[config.mk]
export PLATFORM = sky130hd
export DESIGN_NAME = ocss_top
export DESIGN_NICKNAME = d
export VERILOG_FILES = /design/src/include/ocss_pkg.sv /design/src/rtl/ocss_glitch_mux.sv /design/src/rtl/ocss_top.sv
export VERILOG_INCLUDE_DIRS = /design/src /design/src/include
export SDC_FILE = /design/constraint.sdc
export NUM_CORES = 1
export LEC_CHECK = 0
export ABC_CLOCK_PERIOD_IN_PS = 4290
export BUFFER_PORTS_ARGS = -buffer_cell sky130_fd_sc_hd__buf_2
export CAP_MARGIN = 40
export CORE_MARGIN = 2
export CORE_UTILIZATION = 45
export DETAILED_ROUTE_END_ITERATION = 12
export PLACE_DENSITY_LB_ADDON = 0.08
export SYNTH_ARGS = -nofsm -noshare
export SYNTH_HDL_FRONTEND = slang
export SYNTH_SLANG_ARGS = --single-unit
[constraint.sdc]
create_clock -name clk_i -period 4.29 [get_ports clk_i]
set_clock_uncertainty 0.1 [all_clocks]
set_input_delay 0.858 -clock clk_i [delete_from_list [all_inputs] [get_ports clk_i]]
set_output_delay 0.858 -clock clk_i [all_outputs]
set_load 0.01 [all_outputs]
[src/include/ocss_regs.svh]
// register offsets, reset values, field positions of the output clock source select block
`ifndef OCSS_REGS_SVH
`define OCSS_REGS_SVH

`define OCSS_ADDR_RSVD_A 8'h22
`define OCSS_ADDR_SRC_SEL 8'h23
`define OCSS_ADDR_PWR_CTL 8'h24

`define OCSS_RST_RSVD_A 8'hF4
`define OCSS_RST_SRC_SEL 8'h8D
`define OCSS_RST_PWR_CTL 8'h9B

`define OCSS_BIT_PWR_N 7
`define OCSS_BIT_REF_FREE 6
`define OCSS_BIT_FREE_BOTH 5
`define OCSS_BIT_FIRST_STOP 3
`define OCSS_BIT_EXTRA_OE 2

`define OCSS_FLD_THIRD_PIN 7:6
`define OCSS_FLD_SECOND_PIN 5:4
`define OCSS_FLD_FIRST_PIN 3:2
`define OCSS_FLD_FIRST_DIV 1:0
`define OCSS_FLD_FOURTH_DIV 1:0

`define OCSS_SYNC_STAGES 3
`endif

[src/include/ocss_pkg.sv]
// types shared by the output clock source select block
package ocss_pkg;
  typedef logic [7:0] ocss_byte_type;
  typedef logic [1:0] ocss_sel_type;
  typedef logic [3:0] ocss_src_type;
endpackage

[src/rtl/ocss_glitch_mux.sv]
// four-input clock-level selector that changes source only while both clocks are low
`timescale 1ns/1ps
module ocss_glitch_mux
  import ocss_pkg::*;
(
  input wire logic clk_i, // block clock
  input wire logic rst_i, // async reset, active high
  input wire ocss_src_type src_i, // candidate clock levels
  input wire ocss_sel_type sel_i, // requested source
  input wire ocss_sel_type rst_sel_i, // code the selector must hold at reset release
  output ocss_sel_type cur_o, // source in use
  output logic out_o // selected clock level
);
  ocss_sel_type cur_q;
  logic out_q;
  wire safe_w = !src_i[cur_q] && !src_i[sel_i];

  // a switch at a common low level can only lengthen a low phase, never cut a high one
  always_ff @(posedge clk_i or posedge rst_i) begin
    if (rst_i) begin
      cur_q <= 2'h0;
      out_q <= 1'b0;
    end else begin
      if (sel_i != cur_q && safe_w) begin
        cur_q <= sel_i;
      end
      out_q <= src_i[cur_q];
    end
  end

  assign cur_o = cur_q;
  assign out_o = out_q;

  AST_NO_RUNT: assert property (@(posedge clk_i) disable iff (rst_i)
    (cur_q != $past(cur_q)) |-> !out_q) else $error("source changed while output high");
  AST_SRC_FOLLOW: assert property (@(posedge clk_i) disable iff (rst_i)
    1'b1 |=> out_q == $past(src_i[cur_q])) else $error("output does not follow source");
  // a known starting source keeps the first switch after reset on a safe boundary
  AST_START_SEL: assert property (@(posedge clk_i)
    $fell(rst_i) |-> (cur_q == rst_sel_i)) else $error("selector did not start on reset source");
endmodule

[src/rtl/ocss_top.sv]
// output clock source selection, free-run and power control registers
`timescale 1ns/1ps
`include "ocss_regs.svh"
module ocss_top
  import ocss_pkg::*;
(
  input wire logic clk_i, // internal reference clock
  input wire logic rst_i, // power-on reset, async, active high
  input wire logic reg_wr_i, // register write strobe
  input wire logic reg_rd_i, // register read strobe
  input wire ocss_byte_type reg_addr_i, // register offset
  input wire ocss_byte_type reg_wdata_i, // write data
  output ocss_byte_type reg_rdata_o, // read data, registered
  input wire logic first_synth_loop_i, // first synthesizer clock level
  input wire logic reference_clock_i, // reference clock level
  input wire logic second_synth_channel_b_i, // second synth channel 2 level
  input wire logic third_synth_channel_b_i, // third synth channel 2 level
  input wire logic third_divider_seed_i, // third divider seed level
  input wire logic fifth_divider_seed_i, // fifth divider seed level
  input wire logic fourth_divider_seed_i, // fourth divider output seed level
  input wire logic third_output_divider_i, // third divider output level
  input wire logic fifth_output_divider_i, // fifth divider output level
  input wire logic first_output_divider_i, // first divider output level
  input wire logic rtc_oscillator_clock_i, // 32 kHz clock, own domain
  input wire logic clock_stop_req_i, // pin request to stop stoppable clocks
  input wire logic second_oe_i, // extra enable for pin two
  input wire logic third_oe_i, // extra enable for pin three
  output logic first_divider_src_o, // clock into the first divider
  output logic fourth_divider_src_o, // clock into the fourth divider
  output logic first_clock_pin_o, // output pin one
  output logic second_clock_pin_o, // output pin two
  output logic third_clock_pin_o, // output pin three
  output logic chip_power_down_n_o // low while chip is powered down
);
  ocss_byte_type rsvd_a_q;
  ocss_byte_type src_sel_q;
  ocss_byte_type pwr_ctl_q;
  ocss_byte_type rdata_q;

  // asynchronous pins: rtc clock, stop request, two extra enables
  logic [3:0] pin_raw_w;
  logic [3:0] pin_s1_q;
  logic [3:0] pin_s2_q;
  logic [3:0] pin_s3_q;
  logic [3:0] pin_f_q;
  assign pin_raw_w = {third_oe_i, second_oe_i, clock_stop_req_i, rtc_oscillator_clock_i};

  genvar gi;
  generate
    for (gi = 0; gi < 4; gi = gi + 1) begin : g_sync
      always_ff @(posedge clk_i or posedge rst_i) begin
        if (rst_i) begin
          pin_s1_q[gi] <= 1'b0;
          pin_s2_q[gi] <= 1'b0;
          pin_s3_q[gi] <= 1'b0;
          pin_f_q[gi] <= 1'b0;
        end else begin
          pin_s1_q[gi] <= pin_raw_w[gi];
          pin_s2_q[gi] <= pin_s1_q[gi];
          pin_s3_q[gi] <= pin_s2_q[gi];
          if (pin_s2_q[gi] == pin_s3_q[gi]) begin
            pin_f_q[gi] <= pin_s3_q[gi];
          end
        end
      end
    end
  endgenerate

  wire rtc_w = pin_f_q[0];
  wire stop_w = pin_f_q[1];
  wire oe2_w = pin_f_q[2];
  wire oe3_w = pin_f_q[3];

  // register decode
  wire wr_rsvd_w = reg_wr_i && (reg_addr_i == `OCSS_ADDR_RSVD_A);
  wire wr_src_w = reg_wr_i && (reg_addr_i == `OCSS_ADDR_SRC_SEL);
  wire wr_pwr_w = reg_wr_i && (reg_addr_i == `OCSS_ADDR_PWR_CTL);
  wire ocss_byte_type rd_mux_w =
    (reg_addr_i == `OCSS_ADDR_RSVD_A) ? rsvd_a_q :
    (reg_addr_i == `OCSS_ADDR_SRC_SEL) ? src_sel_q :
    (reg_addr_i == `OCSS_ADDR_PWR_CTL) ? pwr_ctl_q : 8'h00;

  always_ff @(posedge clk_i or posedge rst_i) begin
    if (rst_i) begin
      rsvd_a_q <= `OCSS_RST_RSVD_A;
      src_sel_q <= `OCSS_RST_SRC_SEL;
      pwr_ctl_q <= `OCSS_RST_PWR_CTL;
      rdata_q <= 8'h00;
    end else begin
      if (wr_rsvd_w) begin
        rsvd_a_q <= reg_wdata_i;
      end
      if (wr_src_w) begin
        src_sel_q <= reg_wdata_i;
      end
      if (wr_pwr_w) begin
        pwr_ctl_q <= reg_wdata_i;
      end
      if (reg_rd_i) begin
        rdata_q <= rd_mux_w;
      end
    end
  end

  // source vectors, indexed by the select code
  wire ocss_src_type first_output_divider_vec_w = {fourth_divider_seed_i, fourth_divider_seed_i,
                                   reference_clock_i, first_synth_loop_i};
  wire ocss_src_type fourth_output_divider_vec_w = {fifth_divider_seed_i, third_divider_seed_i,
                                   third_synth_channel_b_i, second_synth_channel_b_i};
  wire ocss_src_type pin_vec_w = {rtc_w, first_output_divider_i,
                                  fifth_output_divider_i, third_output_divider_i};

  ocss_sel_type first_output_divider_cur_w;
  ocss_sel_type fourth_output_divider_cur_w;
  logic first_output_divider_clk_w;
  logic fourth_output_divider_clk_w;
  logic [2:0] pin_clk_w;
  ocss_sel_type pin_sel_w [3];
  assign pin_sel_w[0] = src_sel_q[`OCSS_FLD_FIRST_PIN];
  assign pin_sel_w[1] = src_sel_q[`OCSS_FLD_SECOND_PIN];
  assign pin_sel_w[2] = src_sel_q[`OCSS_FLD_THIRD_PIN];

  ocss_glitch_mux u_first_output_divider_mux (
    .clk_i(clk_i),
    .rst_i(rst_i),
    .src_i(first_output_divider_vec_w),
    .sel_i(src_sel_q[`OCSS_FLD_FIRST_DIV]),
    .rst_sel_i(2'h0),
    .cur_o(first_output_divider_cur_w),
    .out_o(first_output_divider_clk_w)
  );

  ocss_glitch_mux u_fourth_output_divider_mux (
    .clk_i(clk_i),
    .rst_i(rst_i),
    .src_i(fourth_output_divider_vec_w),
    .sel_i(pwr_ctl_q[`OCSS_FLD_FOURTH_DIV]),
    .rst_sel_i(2'h0),
    .cur_o(fourth_output_divider_cur_w),
    .out_o(fourth_output_divider_clk_w)
  );

  generate
    for (gi = 0; gi < 3; gi = gi + 1) begin : g_pin
      ocss_glitch_mux u_pin_mux (
        .clk_i(clk_i),
        .rst_i(rst_i),
        .src_i(pin_vec_w),
        .sel_i(pin_sel_w[gi]),
        .rst_sel_i(2'h0),
        .cur_o(),
        .out_o(pin_clk_w[gi])
      );
    end
  endgenerate

  // per-pin run conditions
  wire pwr_on_w = pwr_ctl_q[`OCSS_BIT_PWR_N];
  wire ref_free_w = pwr_ctl_q[`OCSS_BIT_REF_FREE];
  wire free_both_w = pwr_ctl_q[`OCSS_BIT_FREE_BOTH];
  wire extra_oe_w = pwr_ctl_q[`OCSS_BIT_EXTRA_OE];
  wire free2_w = ref_free_w;
  wire free3_w = ref_free_w && free_both_w;
  wire stop1_w = pwr_ctl_q[`OCSS_BIT_FIRST_STOP] && stop_w;
  wire run1_w = pwr_on_w && !stop1_w;
  wire run2_w = pwr_on_w && (free2_w || !stop_w) && (!extra_oe_w || oe2_w);
  wire run3_w = pwr_on_w && (free3_w || !stop_w) && (!extra_oe_w || oe3_w);
  wire [2:0] run_w = {run3_w, run2_w, run1_w};

  logic [2:0] en_q;
  logic [2:0] pin_q;
  logic first_output_divider_q;
  logic fourth_output_divider_q;
  logic pwr_n_q;
  logic first_q;

  // pin enables change only while that pin's selected clock is low, so pin gating never clips a pulse; divider feeds gate on the power bit directly
  always_ff @(posedge clk_i or posedge rst_i) begin
    if (rst_i) begin
      en_q <= 3'h0;
      pin_q <= 3'h0;
      first_output_divider_q <= 1'b0;
      fourth_output_divider_q <= 1'b0;
      pwr_n_q <= 1'b1;
      first_q <= 1'b1;
    end else begin
      for (int k = 0; k < 3; k++) begin
        if (!pin_clk_w[k]) begin
          en_q[k] <= run_w[k];
        end
      end
      pin_q <= pin_clk_w & en_q;
      first_output_divider_q <= first_output_divider_clk_w && pwr_on_w;
      fourth_output_divider_q <= fourth_output_divider_clk_w && pwr_on_w;
      pwr_n_q <= pwr_on_w;
      first_q <= 1'b0;
    end
  end

  assign reg_rdata_o = rdata_q;
  assign first_divider_src_o = first_output_divider_q;
  assign fourth_divider_src_o = fourth_output_divider_q;
  assign first_clock_pin_o = pin_q[0];
  assign second_clock_pin_o = pin_q[1];
  assign third_clock_pin_o = pin_q[2];
  assign chip_power_down_n_o = pwr_n_q;

  AST_RESET_VALUES: assert property (@(posedge clk_i) disable iff (rst_i)
    first_q |-> (rsvd_a_q == 8'hF4 && src_sel_q == 8'h8D && pwr_ctl_q == 8'h9B))
    else $error("register reset values wrong");
  AST_PWR_DOWN: assert property (@(posedge clk_i) disable iff (rst_i)
    (!pwr_ctl_q[7] && pin_clk_w == 3'h0) |=> ##1 (pin_q == 3'h0))
    else $error("pins run while powered down");
  AST_REF_STOP: assert property (@(posedge clk_i) disable iff (rst_i)
    (!pwr_ctl_q[6] && stop_w && !pin_clk_w[1]) |=> !en_q[1])
    else $error("pin two not stopped");
  AST_SCOPE: assert property (@(posedge clk_i) disable iff (rst_i)
    (pwr_ctl_q[7:5] == 3'b110 && stop_w && !pin_clk_w[2] && !pin_clk_w[1]
     && !pwr_ctl_q[2]) |=> (!en_q[2] && en_q[1]))
    else $error("free-run scope wrong");
  AST_FIRST_STOP: assert property (@(posedge clk_i) disable iff (rst_i)
    (pwr_ctl_q[3] && stop_w && !pin_clk_w[0]) |=> !en_q[0])
    else $error("pin one not stoppable");
  AST_FOURTH_OUTPUT_DIVIDER_FIFTH: assert property (@(posedge clk_i) disable iff (rst_i)
    (fourth_output_divider_cur_w == 2'h3 && pwr_ctl_q[7]) ##1 pwr_ctl_q[7]
      |=> (fourth_output_divider_q == $past(fifth_divider_seed_i, 2)))
    else $error("fourth divider source wrong");
  AST_FIRST_OUTPUT_DIVIDER_SEED: assert property (@(posedge clk_i) disable iff (rst_i)
    (first_output_divider_cur_w[1] && pwr_ctl_q[7]) ##1 pwr_ctl_q[7]
      |=> (first_output_divider_q == $past(fourth_divider_seed_i, 2)))
    else $error("first divider source wrong");
  AST_WRITE_SRC: assert property (@(posedge clk_i) disable iff (rst_i)
    wr_src_w |=> (src_sel_q == $past(reg_wdata_i)))
    else $error("source register write lost");
endmodule

# Word level (Yosys, flattened, before mapping)
# Cells that the tools add are included.
[word_totals] ff_bits=72 in_bits=34 out_inout_bits=14 wordCells=122
[op_classes] n_lt_le_gt_ge=10 eq_ne=12 muxes=23 bitwise_logic=1 n_reduce_logical=39
[ops] operator="$lt A2 B3 Y1 const B" count=10
[ops] operator="$eq A8 B6 Y1 const B" count=3
[ops] operator="$mux W8" count=3
[ops] operator="$logic_and A1 B1 Y1" count=22
[ops] operator="$bmux W1 S2" count=10
[ops] operator="$logic_not A1 Y1" count=13
[ops] operator="$mux W1" count=10
[ops] operator="$ne A2 B2 Y1" count=5
[ops] operator="$eq A1 B1 Y1" count=4
[ops] operator="$logic_or A1 B1 Y1" count=4
[ops] operator="$and A3 B3 Y3" count=1

# Longest topological paths before layout
# Gate-level depths: netlist (run 1).
[depth] word_depth=5 ltp_mapped=5 ltp_nobuf=4

# Modules after synthesis
# Synthesis (run 1) repeated with hierarchy kept, for this count alone.
[hier_totals] cells_unflattened=239 area_unflattened_um2=3206.8
[by_module_without_submodules] mod="ocss_top" instances=1 cells_each=149 area_per_inst_um2=2205.9 seq_area_each_um2=1445.1
[by_module_without_submodules] mod="ocss_glitch_mux" instances=5 cells_each=18 area_per_inst_um2=200.2 seq_area_each_um2=75.1

# Least setup slack after synthesis (run 1)
# Ideal clock, no wire load.
[synth_timing] path_kind="input -> register" from="input reg_addr_i[7]" to="register src_sel_q[1]" setup_ns=0.125 t_arrival_ns=1.860 required_ns=4.065 slack_ns=2.206 path_stages=5 n_path_buf=1 cell_sequence="nand2b_1 nor4_4 and4_2 buf_6 mux2_2"
[synth_via] elab_chain_cells=2
[synth_rtl] element="start: declaration" line="ocss_top.sv:11" text="input wire ocss_byte_type reg_addr_i,"
[synth_rtl] element="$eq A8 B6 Y1 (no line)"
[synth_rtl] element="$logic_and A1 B1 Y1" line="ocss_top.sv:76" text="wire wr_src_w = reg_wr_i && (reg_addr_i == `OCSS_ADDR_SRC_SEL);"
[synth_rtl] element="end signal: assignment" line="ocss_top.sv:86" text="src_sel_q <= `OCSS_RST_SRC_SEL;"
[synth_rtl] element="end signal: assignment" line="ocss_top.sv:94" text="src_sel_q <= reg_wdata_i;"
[synth_rtl] element="end: declaration" line="ocss_top.sv:36" text="ocss_byte_type src_sel_q;"
# Every way passes these cells.
# A chain may end at the register's enable or synchronous reset.

# Worst setup path in the final report (run 1)
[layout_timing] from="input reg_addr_i[7]" to="register src_sel_q[6]"
# Same word-level chain as after synthesis.

==> impl_metrics.json, run 1 <==
{
  "ant_nets": 0,
  "synth-async-reset-ratio": 1.000,
  "fin_util": 0.5529,
  "end_kind": "flop",
  "dpl.hpwl_um": 3893,
  "rr_endpoint": "g_pin[0].u_pin_mux.cur_o[0]",
  "status": "finished, final reports clean",
  "fillers": 570,
  "ys_seq_area_frac": 0.5975,
  "critPathRequiredTime_ns": 4.42,
  "finalWorstSetupSlack_ns": 1.865,
  "syn-num-nets": 244,
  "drv_cap": 0,
  "worstHoldPathType": "reg -> reg",
  "synthTopCellsByCount": "57 x dfrtp_1, 34 x mux2_2, 15 x dfstp_2, 13 x inv_1, 13 x o21ai_0",
  "syn_area_um2": 3047,
  "cts_buffers": 9,
  "multi_input_area_um2": 1127,
  "cts.sinks": 72,
  "reg2reg_slack_ns": 2.46,
  "coreArea_um2": 6459,
  "ir_drop_mv": 0.2562,
  "dieArea_um2": 7444,
  "area_delta_synth_final_pct": 17.21,
  "initial_core_util": 0.4717,
  "rr_startpoint": "src_sel_q[2]",
  "portBuffers": 47,
  "grt_pass1_wl_um": 9252,
  "antenna_cells": 0,
  "synth_top_area_share": 0.4682,
  "yosysMostFrequentCell": "dfrtp_1",
  "nets": 296,
  "setup_viol": 0,
  "viasPerCell": 5.343,
  "htree_levels": 3,
  "hold_violations": 0,
  "rsz0062_at_grt": "no",
  "cts-root-buf": "clkbuf_8",
  "critPathLaunch": "reg_addr_i[7]",
  "cts_tree": "done",
  "die_h_um": 86.28,
  "postCtsHoldBufs": 0,
  "drtPass1Iterations": 4,
  "crit_end": "src_sel_q[6]",
  "reg2reg_depth": 3,
  "clk_pin_slew_worst_paths_ns": 0.07,
  "critical_path_arrival_ns": 2.55,
  "hp-start": "pin_s1_q[0]",
  "relSlewSlack": 0.4789,
  "hold-worst-slack_ns": 0.2521,
  "crit_type": "in -> reg",
  "rows": 29,
  "antenna_found_initial": 0,
  "postCtsSetupRepairBufs": 0,
  "worstSetupStartpointType": "primary input",
  "fin_cells": 344,
  "regArea_um2": 1821,
  "gr-total-overflow": 0,
  "dpl_cell_area_um2": 3348,
  "synth_top_area_cell": "dfrtp_1",
  "final_layout_size_suffix_gt1_frac": 0.4682,
  "power_density_nw_per_um2": 405.3,
  "power.total_mw": 1.447,
  "cp_max_fo": 11,
  "drc_errors": 0,
  "routedWlPerCell_um": 15.89,
  "synth_cell_type_count": 30,
  "cts_resized": 0,
  "dpl_worst_slack_ns": 1.518,
  "grt_max_degree": 56,
  "synth-edff-count": 0,
  "boundaryPins": 48,
  "ys_warn_count": 0,
  "first_global_vias": 1818,
  "fin_crit_ns": 2.425,
  "setup-tns-final_ns": 0,
  "finalWirelength_um": 5466,
  "gp_congestion": 0.7913,
  "finalInstanceArea_um2": 3571,
  "drt-initial-drc-count": 80,
  "fmax_mhz": 412.4,
  "dpl.cell_count": 328,
  "die_x_um": 86.28,
  "grtUsageTotal": 0.1650,
  "yosys-top-cells-area": "dfrtp_1 47%, dfstp_2 13%, mux2_2 13%, mux4_2 4.4%, mux2i_1 2.6%",
  "min_period_over_period": 0.5652,
  "cts_buffer_depth": 2,
  "synth-seq-cells": 72,
  "worst_skew_pair.late_latency_ns": 0.34,
  "slew_viol_final": 0,
  "worst_slew_pin_slew_ns": 0.7759,
  "num_vias": 1838,
  "dominantRegCellSynth": "dfrtp_1",
  "p_leak_nw": 1.674,
  "syn_inst": 210,
  "syn_area_per_cell_um2": 14.51
}
## where the power goes
| part | total [mW] | internal, mW | switching (mW) | leakage (nW) |
|---|---|---|---|---|
| Sequential | 0.746 | 0.720 | 0.0256 | 0.899 |
| Combinational | 0.112 | 0.0577 | 0.0545 | 0.665 |
| Clock | 0.589 | 0.346 | 0.243 | 0.111 |
## layout by cell type (no fill, tap or decap), types with 2 or more instances in the layout
master,synthesis,routed
mux4_2,6,6
inv_1,13,12
a22o_1,8,8
buf_2,1,47
dfrtp_1,57,57
o31ai_1,2,2
clkbuf_8,0,10
nor2_1,3,3
nand2_1,5,5
dfstp_2,15,15
o21ai_0,13,13
maj3_1,4,4
bufinv_16,0,2
mux2i_1,8,8
o2111ai_1,8,8
nand2b_1,11,11
clkbuf_1,3,2
mux2_2,34,34
clkinv_4,0,2
and2_1,4,4
## final cells by class
cell class,count,area share
clock inverters,4,0.02172
multi-input cells,118,0.3157
well taps,77,0.02698
flip-flops and latches,72,0.5098
inverters,13,0.01367
clock buffers,12,0.04064
repair buffers,48,0.07148
## critical path, stage by stage
cell      delay [ns]
buf_2           0.09
nand2b_1        0.16
nor4_4          0.59
and4_2          0.48
mux2_2          0.36
## flip-flops by register name, summed over array words and instances, names as in the netlist, 4 cells and up
name,flops
pin_s3_q,4
rsvd_a_q,8
src_sel_q,8
reg_rdata_o,8
pin_s1_q,4
pwr_ctl_q,8
g_pin.u_pin_mux.cur_o,6
pin_s2_q,4
## logic make-up (layout without fill, tap and decap cells)
| group | count (synthesis) | after routing | share of synthesized area |
|---|---|---|---|
| AO/OA/AOI/OAI | 35 | 35 | 0.08090 |
| AND/OR/NAND/NOR | 31 | 31 | 0.07967 |
| flip-flops | 72 | 72 | 0.5975 |
| multiplexers | 48 | 48 | 0.1963 |
| buffers and inverters | 20 | 77 | 0.03244 |
| adder cells (fa/ha/maj) | 4 | 4 | 0.01314 |
## routing by layer
layer | up-vias | part of all wire | GRT usage
li1 | 860 | - | -
met1 | 924 | 0.49 | 0.2351
met2 | 48 | 0.45 | 0.2417
met3 | 6 | 0.054 | 0.04857
met4 | 0 | 0.011 | 0.05966
met5 | - | 0 | 0
## how the worst min path moves through the flow
| stage | slack [ns] | end | cells after the start |
|---|---|---|---|
| after global placement | 0.23 | pin_s2_q[3] | 0 |
| after global routing | 0.26 | pin_s2_q[0] | 0 |
| after floorplan | 0.23 | pin_s2_q[0] | 0 |
| after detailed placement | 0.24 | pin_s2_q[1] | 0 |
| final | 0.25 | pin_s2_q[0] | 0 |
| after CTS | 0.26 | pin_s2_q[0] | 0 |
(Power assumes the default switching activity.)
==> inputs of run 2 (changes only) <==
ABC_AREA = 1   (was not set)
ABC_CLOCK_PERIOD_IN_PS = 2100   (was 4290)
clock period = 2.1 ns   (was 4.29 ns; I/O delays follow)
==> impl_metrics.json, run 2 <==
{
  "worstHoldPathType": "in -> async",
  "viasPerCell": 4.667,
  "fin_crit_ns": 1.492,
  "boundaryPins": 48,
  "dominantRegCellSynth": "dfrtp_1",
  "final_common_cell": "nand2_1",
  "worst_skew_pair.late_latency_ns": 0.35,
  "synth_top_area_cell": "dfrtp_1",
  "antenna_cells": 0,
  "cts_buffer_depth": 2,
  "synth-async-reset-ratio": 1.000,
  "postCtsHoldBufs": 0,
  "critPathRequiredTime_ns": 1.58,
  "slew_viol_final": 0,
  "crit_family": "flip-flops",
  "yosysMostFrequentCell": "nand2_1",
  "postCtsSetupRepairBufs": 0,
  "setup-tns-final_ns": 0,
  "slowest_stage": "dfstp_2",
  "nets": 507,
  "final_layout_size_suffix_gt1_frac": 0.1883,
  "synth-seq-cells": 72,
  "ant_nets": 0,
  "portBuffers": 47,
  "power_density_nw_per_um2": 801.6,
  "grt_max_degree": 73,
  "coreArea_um2": 7292,
  "dpl_cell_area_um2": 3739,
  "worst_slew_pin_slew_ns": 0.4104,
  "rsz0062_at_grt": "no",
  "critPathLaunch": "chip_power_down_n_o",
  "hold-worst-slack_ns": 0.03888,
  "grt_pass1_wl_um": 11980,
  "rr_startpoint": "pwr_ctl_q[0]",
  "ys_warn_count": 0,
  "critical_path_arrival_ns": 0.97,
  "rows": 31,
  "cts_buffers": 9,
  "clk_pin_slew_worst_paths_ns": 0.08,
  "die_h_um": 91.13,
  "hold_violations": 0,
  "synth_top_area_share": 0.4176,
  "ys_seq_area_frac": 0.5330,
  "grtUsageTotal": 0.1811,
  "htree_levels": 3,
  "regArea_um2": 1821,
  "dpl.cell_count": 561,
  "mostFrequentLayoutCells": "155 x nand2_1, 63 x inv_1, 57 x dfrtp_1",
  "synth_cell_type_count": 23,
  "cts-root-buf": "clkbuf_8",
  "gp_congestion": 0.8321,
  "relSlewSlack": 0.7235,
  "cts_resized": 0,
  "syn_inst": 420,
  "cts.sinks": 72,
  "drt-initial-drc-count": 173,
  "die_x_um": 91.13,
  "first_global_vias": 2489,
  "fillers": 731,
  "antenna_found_initial": 0,
  "dieArea_um2": 8304,
  "cp_max_fo": 1,
  "ir_drop_mv": 0.4262,
  "synthTopCellsByCount": "155 x nand2_1, 64 x inv_1, 57 x dfrtp_1, 43 x nand3_1, 22 x o21ai_0",
  "setup_viol": 0,
  "end_kind": "primary output",
  "initial_core_util": 0.4684,
  "num_vias": 2693,
  "finalInstanceArea_um2": 3935,
  "gr-total-overflow": 0,
  "fmax_mhz": 670.1,
  "drtPass1Iterations": 4,
  "finalWirelength_um": 6867,
  "dpl.hpwl_um": 4980,
  "slowest_delay_ns": 0.52,
  "fin_cells": 577,
  "path_buf_inv": 1,
  "power.total_mw": 3.154,
  "syn_area_per_cell_um2": 8.133,
  "worstSetupStartpointType": "flop",
  "crit_type": "reg -> out",
  "area_delta_synth_final_pct": 15.20,
  "cts_tree": "done",
  "routedWlPerCell_um": 11.90,
  "min_period_over_period": 0.7106,
  "multi_input_area_um2": 1287,
  "drv_cap": 0,
  "crit_chain": "buf_2",
  "syn_area_um2": 3416,
  "drc_errors": 0,
  "p_leak_nw": 2.107,
  "yosys-top-cells-area": "dfrtp_1 42%, nand2_1 17%, dfstp_2 12%, inv_1 7.0%, nand3_1 6.3%",
  "status": "finished, final reports clean",
  "syn-num-nets": 454,
  "synth-edff-count": 0
}
==> run 2: changes by cell type after synthesis, sizes merged, moves of 8 or more <==
| cell | change |
|---|---|
| o21ai | +15 |
| nand3 | +44 |
| nand2 | +152 |
| o2111ai | -8 |
| nor2 | +19 |
| nand2b | -11 |
| inv | +51 |
| mux2 | -34 |
| mux2i | -8 |
| a22o | -8 |
==> run 2: metrics by stage <==
step | setup slack (ns) | util
3_5_place_dp | 0.3449 | 0.5127
6_report | 0.6077 | 0.5396
4_1_cts | 0.5780 | 0.5396
2_1_floorplan | 0.6733 | -
3_3_place_gp | 0.3849 | 0.5127
5_1_grt | 0.4787 | 0.5396
==> run 2: logic make-up after synthesis <==
logic type | count (synthesis) | synth area share
fa+ha+maj | 4 | 0.01172
simple gates | 235 | 0.3059
compound gates | 38 | 0.05934
buf+inv | 71 | 0.09011
flops | 72 | 0.5330
==> run 2: layer usage <==
metal | share of wire | up-vias | GRT usage | wire (µm)
li1 | - | 1419 | - | -
met1 | 0.49 | 1212 | 0.2550 | 3393
met2 | 0.45 | 57 | 0.2747 | 3116
met3 | 0.045 | 5 | 0.05311 | 312
met4 | 0.0064 | 0 | 0.04798 | 44
met5 | 0 | - | 0 | 0
==> run 2: final timing paths <==
kind | depth (start not counted) | slack (ns) | to
setup / recovery | 1 | 0.61 | chip_power_down_n_o
hold / removal | 3 | 0.04 | pin_s1_q[0]
setup reg to reg | 7 | 0.62 | u_fourth_output_divider_mux.cur_o[1]
hold reg to reg | 0 | 0.25 | pin_s2_q[3]
max in group asynchronous | 3 | 1.50 | chip_power_down_n_o
min in group clk_i | 1 | 0.07 | pin_s1_q[0]
==> run 2: power breakdown <==
part | internal [mW] | switching (mW) | leakage, nW
clock network | 0.555 | 0.527 | 0.0968
logic | 0.167 | 0.273 | 1.14
registers | 1.53 | 0.0988 | 0.871
total | 2.26 | 0.899 | 2.11
==> run 2: area by class of cell <==
| type | count | area share |
|---|---|---|
| flip-flops and latches | 72 | 0.4626 |
| multi-input cells | 277 | 0.3272 |
| repair buffers | 49 | 0.06677 |
| inverters | 64 | 0.06200 |
| clock buffers | 10 | 0.03243 |
| well taps | 99 | 0.03148 |
| clock inverters | 6 | 0.01749 |
==> run 2: worst min-delay path, cell delays in order <==
cell,delay [ns]
buf_2,0.11
clkinvlp_4,0.07
buf_12,0.30
==> inputs of run 3 (changes only) <==
ABC_CLOCK_PERIOD_IN_PS = 1430   (was 2100)
clock period = 1.43 ns   (was 2.1 ns; I/O delays follow)
==> impl_metrics.json, run 3 (synthesized netlist as in run 2, its figures left out) <==
{
  "worst_skew_pair.late_latency_ns": 0.34,
  "critical_path_arrival_ns": 1.49,
  "htree_levels": 3,
  "mostFrequentLayoutCells": "154 x nand2_1, 60 x inv_1, 54 x dfrtp_1",
  "routedWlPerCell_um": 11.64,
  "rows": 31,
  "power_density_nw_per_um2": 1129,
  "final_layout_size_suffix_gt1_frac": 0.2475,
  "fin_cells": 600,
  "cp_max_fo": 6,
  "drt-initial-drc-count": 87,
  "gr-total-overflow": 0,
  "status": "finished, final reports clean",
  "finalInstanceArea_um2": 4218,
  "worstHoldPathType": "in -> reg",
  "num_vias": 2790,
  "slew_viol_final": 0,
  "hold_violations": 0,
  "cts.sinks": 72,
  "antenna_found_initial": 0,
  "crit_type": "reg -> reg",
  "final_common_cell": "nand2_1",
  "min_period_over_period": 0.9510,
  "slowest_delay_ns": 0.59,
  "finalWirelength_um": 6983,
  "end_kind": "flop",
  "dieArea_um2": 8304,
  "viasPerCell": 4.650,
  "rr_startpoint": "pwr_ctl_q[0]",
  "dpl.hpwl_um": 5256,
  "antenna_cells": 0,
  "hp-start": "reg_wdata_i[4]",
  "ant_nets": 0,
  "slowest_stage": "dfstp_2",
  "p_leak_nw": 2.231,
  "cp_common_cell": "nand2_1",
  "die_h_um": 91.13,
  "relSlewSlack": 0.7415,
  "first_global_vias": 2658,
  "ir_drop_mv": 0.8090,
  "grtUsageTotal": 0.1783,
  "cts_tree": "done",
  "dpl_cell_area_um2": 3891,
  "boundaryPins": 48,
  "drc_errors": 0,
  "cts_buffer_depth": 2,
  "clk_pin_slew_worst_paths_ns": 0.07,
  "grt_max_degree": 26,
  "gp_congestion": 0.8398,
  "initial_core_util": 0.4684,
  "crit_chain": "inv_2, nor2_1, nor2_1, nor2_2, nand2_1, nand2_1, nand2_1",
  "fin_crit_ns": 1.360,
  "setup_viol": 0,
  "worstSetupStartpointType": "flop",
  "drtPass1Iterations": 4,
  "rsz0062_at_grt": "yes",
  "die_x_um": 91.13,
  "critPathRequiredTime_ns": 1.56,
  "area_delta_synth_final_pct": 23.48,
  "worst_slew_pin_slew_ns": 0.3837,
  "critPathLaunch": "pwr_ctl_q[0]",
  "fillers": 720,
  "cts-root-buf": "clkbuf_8",
  "nets": 530,
  "fmax_mhz": 735.3,
  "cts_buffers": 9,
  "portBuffers": 47,
  "dpl.cell_count": 573,
  "coreArea_um2": 7292,
  "drv_cap": 0,
  "grt_pass1_wl_um": 11940,
  "hold-worst-slack_ns": 0.07452
}
==> run 3: changes by cell type in the layout (fill, tap and decap cells not counted), sizes merged <==
cell | previous run | this run
buf | 49 | 67
clkinv | 3 | 2
clkinvlp | 2 | 3
dlygate4sd3 | 0 | 5
==> run 3: cell type report <==
class / count / area, µm² / share of cell area
Inverter: 64 / 244.0 / 0.05785
Tap cell: 99 / 123.9 / 0.02937
Clock inverter: 6 / 67.56 / 0.01602
Multi-Input combinational cell: 277 / 1310 / 0.3106
Clock buffer: 10 / 137.6 / 0.03263
Sequential cell: 72 / 1824 / 0.4325
Timing Repair Buffer: 72 / 510.5 / 0.1210
==> run 3: where the power goes <==
group	leakage, nW	internal (mW)	switching [mW]
Clock	0.0989	0.859	0.782
Sequential	0.867	2.25	0.137
Combinational	1.27	0.306	0.427
==> run 3: layer usage <==
layer	vias up	GRT usage	wire length, µm
met5	-	0	0
met4	0	0.06439	85
met3	10	0.02905	229
met2	51	0.2901	3234
met1	1263	0.2414	3435
li1	1466	-	-
==> run 3: worst max-delay path: cells and delay by family, from the launching register on <==
family	cells	cell delay (ns)
buf+inv	1	0.07
simple gates	6	0.48
flops	1	0.59
==> run 3: worst paths after layout <==
check | endpoint | slack, ns | cells after the start
worst max-delay path | u_fourth_output_divider_mux.cur_o[1] | 0.07 | 7
worst max register to register | u_fourth_output_divider_mux.cur_o[1] | 0.07 | 7
max in group asynchronous | src_sel_q[3] | 0.38 | 4
worst min register to register | pin_s2_q[1] | 0.25 | 0
min in group asynchronous | u_fourth_output_divider_mux.out_o | 0.37 | 3
worst min-delay path | pwr_ctl_q[4] | 0.07 | 3
==> run 3: through the flow <==
stage	utilization	setup TNS (ns)	total power, mW	worst slack, ns
after floorplan	-	0	2.854	0.1373
after global placement	0.5336	0	3.108	0.01573
after detailed placement	0.5336	-0.003937	3.125	-0.003556
after CTS	0.5686	0	4.786	0.01019
after global routing	0.5784	-0.01668	5.031	-0.01122
final	0.5784	0	4.762	0.07008
==> run 3: repair_timing <==
item                                    4_1_cts  5_1_grt
hold endpoints to repair                     14        0
buffers inserted                              0        6
hold buffers                                  5        0
endpoints found under the setup margin        0        8
gates resized for setup                       0       15
